--- config.mk ---
export PLATFORM = sky130hd
export DESIGN_NAME = rssx_alu
export DESIGN_NICKNAME = d
export VERILOG_FILES = /design/src/rssx_pkg.sv /design/src/rssx_sub.sv /design/src/rssx_alu.sv
export SDC_FILE = /design/constraint.sdc
export NUM_CORES = 2
export LEC_CHECK = 0
export ABC_CLOCK_PERIOD_IN_PS = 6400
export BUFFER_PORTS_ARGS = -buffer_cell sky130_fd_sc_hd__buf_2
export CAP_MARGIN = 20
export CORE_MARGIN = 8
export CORE_UTILIZATION = 60
export CTS_CLUSTER_SIZE = 40
export DETAILED_ROUTE_END_ITERATION = 10
export GPL_ROUTABILITY_DRIVEN = 0
export MAX_ROUTING_LAYER = met4
export PLACE_DENSITY_LB_ADDON = 0.15
export SLEW_MARGIN = 20
export SYNTH_ARGS = -nofsm -noshare
export SYNTH_HDL_FRONTEND = slang
export SYNTH_SLANG_ARGS = --single-unit
--- constraint.sdc ---
create_clock -name i_ref_clk -period 6.4 [get_ports i_ref_clk]
set_clock_uncertainty 0.15 [all_clocks]
set_input_delay 0 -clock i_ref_clk [delete_from_list [all_inputs] [get_ports i_ref_clk]]
set_output_delay 0 -clock i_ref_clk [all_outputs]
set_load 0.01 [all_outputs]
--- src/rssx_pkg.sv ---
// Package of constants and types for the rotate/subtract/swap/xor datapath
package rssx_pkg;
    localparam int DATA_W        = 8;
    localparam int ADDR_W        = 7;
    localparam int FILE_DEPTH    = 128;
    localparam int NIB_LO_MSB    = 3;
    localparam int NIB_HI_LSB    = 4;
    localparam int MSB           = 7;
    localparam int WDT_W         = 8;
    localparam int PRE_W         = 8;
    localparam logic [DATA_W-1:0] DATA_RST = 8'h00;
    localparam logic [WDT_W-1:0]  WDT_CLR  = 8'h00;
    localparam logic [PRE_W-1:0]  PRE_CLR  = 8'h00;
    localparam logic [DATA_W-1:0] ZERO     = 8'h00;
    localparam logic              DEST_ACC  = 1'b0;
    localparam logic              DEST_FILE = 1'b1;

    // Operation codes presented by the decoder
    typedef enum logic [3:0] {
        RSSX_OP_NONE,
        RSSX_OP_ROTATE_LEFT_VIA_CARRY,
        RSSX_OP_ROTATE_RIGHT_VIA_CARRY,
        RSSX_OP_LITERAL_MINUS_ACCUMULATOR,
        RSSX_OP_FILE_MINUS_ACCUMULATOR,
        RSSX_OP_NIBBLE_EXCHANGE,
        RSSX_OP_LITERAL_EXCLUSIVE_OR,
        RSSX_OP_FILE_EXCLUSIVE_OR,
        RSSX_OP_POWERDOWN
    } rssx_op_e;

    // Core run state
    typedef enum logic {
        RSSX_ST_RUN,
        RSSX_ST_SLEEP
    } rssx_state_e;
endpackage : rssx_pkg

--- src/rssx_sub.sv ---
// Subtractor computing minuend minus subtrahend with borrow-style flags
module rssx_sub
    import rssx_pkg::*;
(
    // Operands
    input  wire logic [rssx_pkg::DATA_W-1:0] i_minuend,
    input  wire logic [rssx_pkg::DATA_W-1:0] i_subtrahend,
    // Results
    output logic      [rssx_pkg::DATA_W-1:0] o_diff,
    output logic                             o_carry,
    output logic                             o_dcarry
);
    logic [DATA_W:0]     full;
    logic [NIB_HI_LSB:0] low;

    // Extra bit gives the no-borrow carry for free
    assign full     = {1'b0, i_minuend} + {1'b0, ~i_subtrahend} + 9'h001;
    assign low      = {1'b0, i_minuend[NIB_LO_MSB:0]} + {1'b0, ~i_subtrahend[NIB_LO_MSB:0]}
                      + 5'h01;
    assign o_diff   = full[DATA_W-1:0];
    assign o_carry  = full[DATA_W];
    assign o_dcarry = low[NIB_HI_LSB];
endmodule : rssx_sub

--- src/rssx_alu.sv ---
// Execution datapath: rotates, subtracts, nibble swap, xor and power-down
// Behaviour
// - Rotate file left through carry, address 0..127
// - Rotate file right through carry
// - Destination bit 0 writes the accumulator
// - Destination bit 1 writes the file register
// - Power-down clears watchdog counter and prescaler
// - Power-down clears powerdown flag, sets expiry flag
// - Power-down enters sleep, oscillator halted
// - Literal minus accumulator into accumulator
// - Subtracts set carry, digit carry, zero
// - File minus accumulator, routed by destination
// - Nibble exchange, no flags change
// - Literal xor into accumulator, zero only
// - File xor routed by destination, zero only
module rssx_alu
    import rssx_pkg::*;
(
    // Clock and reset
    input  wire logic                        i_ref_clk,
    input  wire logic                        i_arst_n,
    // Instruction issue
    input  wire logic                        i_exec,
    input  wire rssx_pkg::rssx_op_e          i_op,
    input  wire logic [rssx_pkg::ADDR_W-1:0] i_file_addr,
    input  wire logic                        i_dest,
    input  wire logic [rssx_pkg::DATA_W-1:0] i_literal,
    // Wake from sleep
    input  wire logic                        i_wake,
    // Watchdog tick
    input  wire logic                        i_wdt_tick,
    // File read port
    input  wire logic [rssx_pkg::ADDR_W-1:0] i_rd_addr,
    output logic      [rssx_pkg::DATA_W-1:0] o_rd_data,
    // Architectural state
    output logic      [rssx_pkg::DATA_W-1:0] o_acc,
    output logic                             o_carry,
    output logic                             o_dcarry,
    output logic                             o_zero,
    output logic                             o_powerdown_flag,
    output logic                             o_watchdog_expiry_flag,
    output logic      [rssx_pkg::WDT_W-1:0]  o_watchdog_counter,
    output logic      [rssx_pkg::PRE_W-1:0]  o_wdt_prescaler,
    output logic                             o_sleep,
    output logic                             o_osc_run
);
    logic [DATA_W-1:0] file_mem [FILE_DEPTH];
    logic [DATA_W-1:0] acc_r;
    logic              carry_r;
    logic              dcarry_r;
    logic              zero_r;
    logic              pd_flag_r;
    logic              to_flag_r;
    logic [WDT_W-1:0]  wdt_r;
    logic [PRE_W-1:0]  pre_r;
    rssx_state_e       state_r;
    logic [DATA_W-1:0] rd_data_r;
    logic              sleep_r;
    logic              osc_run_r;
    logic [ADDR_W-1:0] chk_addr_r;
    logic [DATA_W-1:0] chk_fval_r;

    // Operand fetch and subtract unit
    wire  [DATA_W-1:0] fval = file_mem[i_file_addr];
    wire  [DATA_W-1:0] sub_minuend;
    wire  [DATA_W-1:0] sub_diff;
    wire               sub_c;
    wire               sub_dc;
    wire               is_lit_sub = (i_op == RSSX_OP_LITERAL_MINUS_ACCUMULATOR);
    assign sub_minuend = is_lit_sub ? i_literal : fval;

    rssx_sub u_sub (
        .i_minuend    (sub_minuend),
        .i_subtrahend (acc_r),
        .o_diff       (sub_diff),
        .o_carry      (sub_c),
        .o_dcarry     (sub_dc)
    );

    // Decoded operation strobes; nothing executes while asleep
    wire run_ok  = i_exec && (state_r == RSSX_ST_RUN);
    wire op_rl   = run_ok && (i_op == RSSX_OP_ROTATE_LEFT_VIA_CARRY);
    wire op_rr   = run_ok && (i_op == RSSX_OP_ROTATE_RIGHT_VIA_CARRY);
    wire op_sl   = run_ok && is_lit_sub;
    wire op_sf   = run_ok && (i_op == RSSX_OP_FILE_MINUS_ACCUMULATOR);
    wire op_sw   = run_ok && (i_op == RSSX_OP_NIBBLE_EXCHANGE);
    wire op_xl   = run_ok && (i_op == RSSX_OP_LITERAL_EXCLUSIVE_OR);
    wire op_xf   = run_ok && (i_op == RSSX_OP_FILE_EXCLUSIVE_OR);
    wire op_pd   = run_ok && (i_op == RSSX_OP_POWERDOWN);
    wire has_dst = op_rl || op_rr || op_sf || op_sw || op_xf;

    // Result selection
    wire [DATA_W-1:0] rot_l = {fval[MSB-1:0], carry_r};
    wire [DATA_W-1:0] rot_r = {carry_r, fval[MSB:1]};
    wire [DATA_W-1:0] swp   = {fval[NIB_LO_MSB:0], fval[MSB:NIB_HI_LSB]};
    wire [DATA_W-1:0] xr_l  = acc_r ^ i_literal;
    wire [DATA_W-1:0] xr_f  = acc_r ^ fval;
    wire [DATA_W-1:0] result = op_rl ? rot_l :
                               op_rr ? rot_r :
                               op_sw ? swp :
                               op_xl ? xr_l :
                               op_xf ? xr_f : sub_diff;
    wire res_zero = (result == ZERO);

    // Write targets
    wire acc_we  = op_sl || op_xl || (has_dst && (i_dest == DEST_ACC));
    wire file_we = has_dst && (i_dest == DEST_FILE);

    // Flag updates
    wire c_we    = op_rl || op_rr || op_sl || op_sf;
    wire c_nxt   = op_rl ? fval[MSB] : op_rr ? fval[0] : sub_c;
    wire dc_we   = op_sl || op_sf;
    wire z_we    = op_sl || op_sf || op_xl || op_xf;

    // One flop row per entry; reset to zero so no address ever reads unknown
    for (genvar g = 0; g < FILE_DEPTH; g++) begin : g_file
        always_ff @(posedge i_ref_clk or negedge i_arst_n) begin
            if (!i_arst_n) begin
                file_mem[g] <= DATA_RST;
            end else if (file_we && (i_file_addr == ADDR_W'(g))) begin
                file_mem[g] <= result;
            end
        end
    end

    // Registered file read port
    always_ff @(posedge i_ref_clk or negedge i_arst_n) begin
        if (!i_arst_n) begin
            rd_data_r <= DATA_RST;
        end else begin
            rd_data_r <= file_mem[i_rd_addr];
        end
    end

    // Accumulator
    always_ff @(posedge i_ref_clk or negedge i_arst_n) begin
        if (!i_arst_n) begin
            acc_r <= DATA_RST;
        end else if (acc_we) begin
            acc_r <= result;
        end
    end

    // Arithmetic flags
    always_ff @(posedge i_ref_clk or negedge i_arst_n) begin
        if (!i_arst_n) begin
            carry_r  <= 1'b0;
            dcarry_r <= 1'b0;
            zero_r   <= 1'b0;
        end else begin
            if (c_we) carry_r <= c_nxt;
            if (dc_we) dcarry_r <= sub_dc;
            if (z_we) zero_r <= res_zero;
        end
    end

    // Power status flags; reset is the power-up state
    always_ff @(posedge i_ref_clk or negedge i_arst_n) begin
        if (!i_arst_n) begin
            pd_flag_r <= 1'b1;
            to_flag_r <= 1'b1;
        end else if (op_pd) begin
            pd_flag_r <= 1'b0;
            to_flag_r <= 1'b1;
        end
    end

    // Watchdog counter and prescaler; clear wins over tick
    always_ff @(posedge i_ref_clk or negedge i_arst_n) begin
        if (!i_arst_n) begin
            wdt_r <= WDT_CLR;
            pre_r <= PRE_CLR;
        end else if (op_pd) begin
            wdt_r <= WDT_CLR;
            pre_r <= PRE_CLR;
        end else if (i_wdt_tick) begin
            pre_r <= pre_r + 8'h01;
            if (pre_r == 8'hFF) wdt_r <= wdt_r + 8'h01;
        end
    end

    // Run/sleep state; wake only leaves sleep
    always_ff @(posedge i_ref_clk or negedge i_arst_n) begin
        if (!i_arst_n) begin
            state_r <= RSSX_ST_RUN;
        end else begin
            unique case (state_r)
                RSSX_ST_RUN: begin
                    if (op_pd) state_r <= RSSX_ST_SLEEP;
                end
                RSSX_ST_SLEEP: begin
                    if (i_wake) state_r <= RSSX_ST_RUN;
                end
            endcase
        end
    end

    // Sleep and oscillator pins get their own flops so they never glitch
    wire sleep_nxt = (state_r == RSSX_ST_RUN) ? op_pd : !i_wake;
    always_ff @(posedge i_ref_clk or negedge i_arst_n) begin
        if (!i_arst_n) begin
            sleep_r   <= 1'b0;
            osc_run_r <= 1'b1;
        end else begin
            sleep_r   <= sleep_nxt;
            osc_run_r <= !sleep_nxt;
        end
    end

    // Operand snapshot so checks can see the file word an instruction read
    always_ff @(posedge i_ref_clk or negedge i_arst_n) begin
        if (!i_arst_n) begin
            chk_addr_r <= '0;
            chk_fval_r <= DATA_RST;
        end else begin
            chk_addr_r <= i_file_addr;
            chk_fval_r <= fval;
        end
    end

    // Outputs straight from flip-flops
    assign o_rd_data              = rd_data_r;
    assign o_acc                  = acc_r;
    assign o_carry                = carry_r;
    assign o_dcarry               = dcarry_r;
    assign o_zero                 = zero_r;
    assign o_powerdown_flag       = pd_flag_r;
    assign o_watchdog_expiry_flag = to_flag_r;
    assign o_watchdog_counter     = wdt_r;
    assign o_wdt_prescaler        = pre_r;
    assign o_sleep                = sleep_r;
    assign o_osc_run              = osc_run_r;

    // Checks
    AST_ROT_L: assert property (@(posedge i_ref_clk) disable iff (!i_arst_n)
        op_rl && i_dest == DEST_ACC |=> acc_r == {$past(fval[MSB-1:0]), $past(carry_r)}
        && carry_r == $past(fval[MSB])) else $error("rotate left wrong");
    AST_ROT_R: assert property (@(posedge i_ref_clk) disable iff (!i_arst_n)
        op_rr && i_dest == DEST_ACC |=> acc_r == {$past(carry_r), $past(fval[MSB:1])}
        && carry_r == $past(fval[0])) else $error("rotate right wrong");
    AST_DEST_FILE: assert property (@(posedge i_ref_clk) disable iff (!i_arst_n)
        has_dst && i_dest == DEST_FILE |=> $stable(acc_r)) else $error("acc changed");
    AST_PD_WDT: assert property (@(posedge i_ref_clk) disable iff (!i_arst_n)
        op_pd |=> wdt_r == WDT_CLR && pre_r == PRE_CLR) else $error("wdt not clear");
    AST_PD_FLAGS: assert property (@(posedge i_ref_clk) disable iff (!i_arst_n)
        op_pd |=> !pd_flag_r && to_flag_r && $stable(carry_r) && $stable(dcarry_r)
        && $stable(zero_r))
        else $error("pd flags wrong");
    AST_SLEEP: assert property (@(posedge i_ref_clk) disable iff (!i_arst_n)
        op_pd |=> o_sleep && !o_osc_run) else $error("no sleep");
    AST_SUBL: assert property (@(posedge i_ref_clk) disable iff (!i_arst_n)
        op_sl |=> acc_r == 8'($past(i_literal) - $past(acc_r))
        && carry_r == ($past(acc_r) <= $past(i_literal))) else $error("sub literal wrong");
    AST_DC: assert property (@(posedge i_ref_clk) disable iff (!i_arst_n)
        op_sl |=> dcarry_r == ($past(acc_r[NIB_LO_MSB:0]) <= $past(i_literal[NIB_LO_MSB:0])))
        else $error("digit carry wrong");
    AST_SWAP: assert property (@(posedge i_ref_clk) disable iff (!i_arst_n)
        op_sw && i_dest == DEST_ACC |=> acc_r == {$past(fval[NIB_LO_MSB:0]),
        $past(fval[MSB:NIB_HI_LSB])} && $stable(carry_r) && $stable(zero_r))
        else $error("swap wrong");
    AST_XORL: assert property (@(posedge i_ref_clk) disable iff (!i_arst_n)
        op_xl |=> acc_r == ($past(acc_r) ^ $past(i_literal)) && zero_r == (acc_r == ZERO)
        && $stable(carry_r)) else $error("xor literal wrong");
    // File-side checks use the snapshot of the word read at issue
    AST_SUBF_ACC: assert property (@(posedge i_ref_clk) disable iff (!i_arst_n)
        op_sf && i_dest == DEST_ACC |=> acc_r == 8'(chk_fval_r - $past(acc_r)))
        else $error("sub file to acc wrong");
    AST_SUBF_FILE: assert property (@(posedge i_ref_clk) disable iff (!i_arst_n)
        op_sf && i_dest == DEST_FILE |=> file_mem[chk_addr_r] == 8'(chk_fval_r - $past(acc_r))
        && $stable(acc_r)) else $error("sub file to file wrong");
    AST_SUBF_FLAGS: assert property (@(posedge i_ref_clk) disable iff (!i_arst_n)
        op_sf |=> carry_r == ($past(acc_r) <= chk_fval_r)
        && dcarry_r == ($past(acc_r[NIB_LO_MSB:0]) <= chk_fval_r[NIB_LO_MSB:0])
        && zero_r == (chk_fval_r == $past(acc_r))) else $error("sub file flags wrong");
    AST_FILE_KEEP: assert property (@(posedge i_ref_clk) disable iff (!i_arst_n)
        has_dst && i_dest == DEST_ACC |=> file_mem[chk_addr_r] == chk_fval_r)
        else $error("file changed");
    AST_ROT_L_FILE: assert property (@(posedge i_ref_clk) disable iff (!i_arst_n)
        op_rl && i_dest == DEST_FILE |=> file_mem[chk_addr_r] == {chk_fval_r[MSB-1:0],
        $past(carry_r)}) else $error("rotate left file wrong");
    AST_ROT_R_FILE: assert property (@(posedge i_ref_clk) disable iff (!i_arst_n)
        op_rr && i_dest == DEST_FILE |=> file_mem[chk_addr_r] == {$past(carry_r),
        chk_fval_r[MSB:1]}) else $error("rotate right file wrong");
    AST_SWAP_FILE: assert property (@(posedge i_ref_clk) disable iff (!i_arst_n)
        op_sw && i_dest == DEST_FILE |=> file_mem[chk_addr_r] == {chk_fval_r[NIB_LO_MSB:0],
        chk_fval_r[MSB:NIB_HI_LSB]} && $stable(carry_r) && $stable(dcarry_r)
        && $stable(zero_r)) else $error("swap file wrong");
    AST_XORF: assert property (@(posedge i_ref_clk) disable iff (!i_arst_n)
        op_xf |=> zero_r == ((chk_fval_r ^ $past(acc_r)) == ZERO) && $stable(carry_r)
        && $stable(dcarry_r)) else $error("xor file flags wrong");
    AST_XORF_ACC: assert property (@(posedge i_ref_clk) disable iff (!i_arst_n)
        op_xf && i_dest == DEST_ACC |=> acc_r == (chk_fval_r ^ $past(acc_r)))
        else $error("xor file to acc wrong");
    AST_SUBL_ZERO: assert property (@(posedge i_ref_clk) disable iff (!i_arst_n)
        op_sl |=> zero_r == (acc_r == ZERO)) else $error("sub literal zero wrong");
    AST_SLEEP_HOLD: assert property (@(posedge i_ref_clk) disable iff (!i_arst_n)
        state_r == RSSX_ST_SLEEP && i_exec && !i_wake |=> $stable(acc_r) && $stable(carry_r)
        && $stable(zero_r) && o_sleep && !o_osc_run) else $error("executed in sleep");
    AST_WAKE: assert property (@(posedge i_ref_clk) disable iff (!i_arst_n)
        o_sleep && i_wake |=> !o_sleep && o_osc_run) else $error("no wake");
endmodule : rssx_alu

==> results.py <==
metrics = {
    "min_path": {
        "min_from": "i_rd_addr[6]",
        "holdPathEnd": "o_rd_data[0]",
        "min_path_cells": 3,
        "min_path_type": "in -> reg",
    },
    "pwr": {
        "swShare_pct": 33.0,
        "clockPowerShare_pct": 38.0,
        "leakage_nw": 28.5,
        "ir_drop_v": 0.000426,
        "seqPwrFrac_pct": 39.2,
        "power.density_mw_per_mm2": 289,
        "power_w": 0.0183,
        "comb_power_share_pct": 22.8,
        "switching_power_w": 0.00605,
        "p_int_w": 0.0123,
    },
    "synthesis": {
        "ys_async_sr_fraction_pct": 100,
        "seq_area_frac_synth_pct": 46.2,
        "synth_cells": 4254,
        "ys_warn_count": 0,
        "synthFlopType": "dfrtp_1",
        "syn_avg_cell_area_um2": 13.5,
        "synth_edf_count": 0,
        "ys_types": 77,
        "ys_ff_latch": 1062,
        "netlist_area_mm2": 0.0576,
        "synthesis.nets": 4297,
    },
    "setup_path": {
        "timing.rr.end": "file_mem[438]",
        "r2r_start": "file_mem[34]",
        "max_stage_delay_ps": 840,
        "ff2ff_path_depth": 18,
        "cp_slowest_cell": "a2111oi_0",
        "rrSetupSlack_ps": 340,
        "required_ps": 6840,
        "crit_chain": "mux4_2 > mux2i_1 > nor2_1 > a2111oi_2 > buf_4 > a22oi_4 > mux2_2 > ha_1 > nor2b_1 > o21ai_0 > a21boi_0 > o21ai_0 > a21boi_0 > a21oi_1 > a2111oi_0 > a31oi_4 > buf_12 > mux2_2",
        "path_class": "reg -> reg",
        "critPathLaunchType": "register",
        "end_kind": "register",
        "critPathMaxFanout": 72,
        "arrival_ps": 6490,
    },
    "floorplan": {
        "start_util_pct": 60.6,
        "die_h_um": 326,
        "pin_count": 71,
        "die-area_mm2": 0.106,
        "num_rows": 113,
        "die_x_um": 326,
        "fp.coreArea_mm2": 0.0950,
    },
    "grt": {
        "grt_pass1_vias": 39400,
        "antenna_found_initial": 6,
        "grt_max_degree": 175,
        "grt_pass1_wl_mm": 271,
        "grt_overflow": 0,
        "grt_use_total_pct": 35.1,
    },
    "cts": {
        "cts_setup_buffers": 0,
        "ctsLongestPathBuffers": 3,
        "cts_tree": "yes",
        "clockRootBuffer": "clkbuf_16",
        "h-tree-depth": 3,
        "numClockSinks": 1062,
        "cts_made_buffers": 115,
        "insertion_delay_ps": 720,
        "clk_pin_slew_ps": 60,
    },
    "finish": {
        "nNetsFinal": 4268,
        "nFillCells": 6836,
        "layout.cells.non_filler": 5599,
        "utilization_pct": 66.7,
        "layout-drive-gt1-share_pct": 41.1,
        "multi_input_area_mm2": 0.0287,
        "regArea_mm2": 0.0266,
        "synthToLayoutAreaGrowth_pct": 10.2,
    },
    "route": {
        "drtIter0Drc": 5191,
        "wl_mm": 181,
        "drc_errors": 0,
        "dr.pass1.iters": 6,
        "final_antenna_net_count": 0,
        "avgRoutedWirePerCell_um": 32.3,
        "viasPerCell": 7.02,
        "vias": 39300,
    },
    "timing": {
        "fmax_mhz": 165,
        "rsz0062_at_grt": "no",
        "hold_viol_final": 0,
        "worst_pin_slew_ps": 1250,
        "min_period_over_period_pct": 94.6,
        "setup_viol": 0,
        "final-max-slew-violation-count": 0,
        "post-route-min-period_ps": 6060,
        "fin_tns_setup_ps": 0,
        "maxSlewHeadroom_pct": 16.5,
        "holdWs_ps": 50.6,
    },
    "job": {
        "cap_viol_max_count": 0,
    },
    "placement": {
        "io_buffers": 69,
        "dp_hpwl_mm": 121,
        "dp_cells": 5355,
    },
    "status": {
        "run_status": "completed",
    },
}
==> power groups by stage <==
stage	Clock (W)	Combinational [W]	Sequential, W
global route	0.00730	0.00438	0.00723
finish	0.00697	0.00418	0.00720
global placement	0	0.00403	0.00730
detailed placement	0	0.00406	0.00731
floorplan	0	0.00281	0.00726
CTS	0.00702	0.00409	0.00719
==> what timing repair did <==
item	in CTS	in global routing
endpoints found under the hold margin	1065	0
hold buffers	18	0
resized for setup	0	0
==> state kept, by name, indices dropped and copies added, names as in the netlist <==
name / cells
file_mem: 1024
o_acc: 8
o_rd_data: 8
o_watchdog_counter: 8
o_wdt_prescaler: 8
o_carry: 1
o_dcarry: 1
o_osc_run: 1
o_powerdown_flag: 1
o_sleep: 1
o_zero: 1
==> synth_stat cells, types with 3 or more instances <==
cell | number | share of area (%)
and2_1 | 5 | 0.054
nor3_1 | 13 | 0.11
dfrtp_1 | 1060 | 46
a22oi_2 | 4 | 0.087
o21ai_0 | 22 | 0.19
buf_8 | 9 | 0.23
buf_6 | 59 | 1.2
nor2b_1 | 31 | 0.34
a22oi_1 | 26 | 0.34
a21oi_2 | 21 | 0.32
ha_1 | 10 | 0.22
o31ai_1 | 4 | 0.052
nor4_1 | 9 | 0.098
buf_2 | 83 | 0.72
a21boi_0 | 4 | 0.052
o21ai_1 | 8 | 0.070
nand2_1 | 85 | 0.55
nand2b_1 | 11 | 0.12
mux2_2 | 676 | 13
a2111oi_0 | 5 | 0.076
a211oi_1 | 11 | 0.14
xnor2_1 | 20 | 0.30
buf_1 | 41 | 0.27
mux2i_1 | 97 | 1.7
nor4b_2 | 3 | 0.078
mux4_2 | 570 | 22
a31oi_1 | 7 | 0.076
o22ai_1 | 27 | 0.29
nor4_2 | 3 | 0.065
clkbuf_1 | 211 | 1.4
nand3_1 | 15 | 0.13
a2111oi_2 | 3 | 0.078
nor2_1 | 572 | 3.7
nor3b_1 | 4 | 0.052
inv_1 | 19 | 0.12
a221oi_1 | 5 | 0.076
buf_4 | 22 | 0.29
clkbuf_2 | 4 | 0.035
a21oi_1 | 398 | 3.5
nand4_1 | 10 | 0.11
a22o_1 | 6 | 0.091
o221ai_1 | 3 | 0.046
xor2_1 | 12 | 0.18
==> cell type report <==
| cell class | instances | share of cell area (%) |
|---|---|---|
| Multi-Input combinational cell | 2744 | 45.2 |
| Sequential cell | 1062 | 41.9 |
| Clock buffer | 168 | 5.31 |
| Timing Repair Buffer | 283 | 3.95 |
| Tap cell | 1265 | 2.50 |
| Clock inverter | 49 | 0.925 |
| Inverter | 19 | 0.112 |
| Antenna cell | 9 | 0.0355 |
==> worst max-delay path by stage <==
stage                   start            end  slack, ps  cells after the start
3_3_place_gp   i_file_addr[0]    file_mem[6]        200                     19
5_1_grt          file_mem[42]  file_mem[438]         80                     18
4_1_cts         file_mem[138]  file_mem[334]        510                     18
3_5_place_dp   i_file_addr[0]  file_mem[374]        160                     19
6_report         file_mem[34]  file_mem[438]        340                     18
2_1_floorplan   file_mem[514]         o_zero       1860                     18
==> worst max-delay path, delay by kind of cell (launching register included) <==
kind / cells / cell delay [ps]
buffers and inverters: 2 / 490
adder cells (fa/ha/maj): 1 / 310
multiplexers: 4 / 1500
AO/OA/AOI/OAI: 9 / 2750
AND/OR/NAND/NOR: 2 / 270
flip-flops: 1 / 390
==> layout by cell type, fill, tap and decap left out, types with 27 or more instances in the layout <==
cell type  instances
a21oi_1          398
buf_12            34
buf_2             61
buf_4            162
clkbuf_16        117
dfrtp_1         1060
mux2_2           676
mux2i_1           97
mux4_2           570
nand2_1           85
nor2_1           554
nor2b_1           30
o22ai_1           27
==> metal layers <==
metal / GRT usage, % / up-vias / wire length [um]
met5: - / - / 0
met4: 15.5 / 0 / 9630
met3: 10.4 / 462 / 21500
met2: 50.2 / 2317 / 81000
met1: 46.8 / 20600 / 68600
li1: - / 15900 / -
==> cell families (layout without fill, tap and decap cells) <==
kind of cell,count (synthesis),in the layout,synth area share (%)
other,1,10,0.00652
AND/OR/NAND/NOR,776,776,5.65
adder cells (fa/ha/maj),11,11,0.252
AO/OA/AOI/OAI,581,581,6.00
XOR/XNOR,32,32,0.487
multiplexers,1343,1343,37.2
flip-flops,1062,1062,46.2
buffers and inverters,448,519,4.20
==> per-stage QoR <==
| stage | worst slack, ps | cell area, um^2 |
|---|---|---|
| final | 345 | 63400 |
| after global routing | 76.9 | 63400 |
| after global placement | 201 | 59200 |
| after floorplan | 1860 | 57600 |
| after detailed placement | 161 | 59200 |
| after CTS | 508 | 63400 |
No activity file was read; power rests on OpenSTA's default activity.
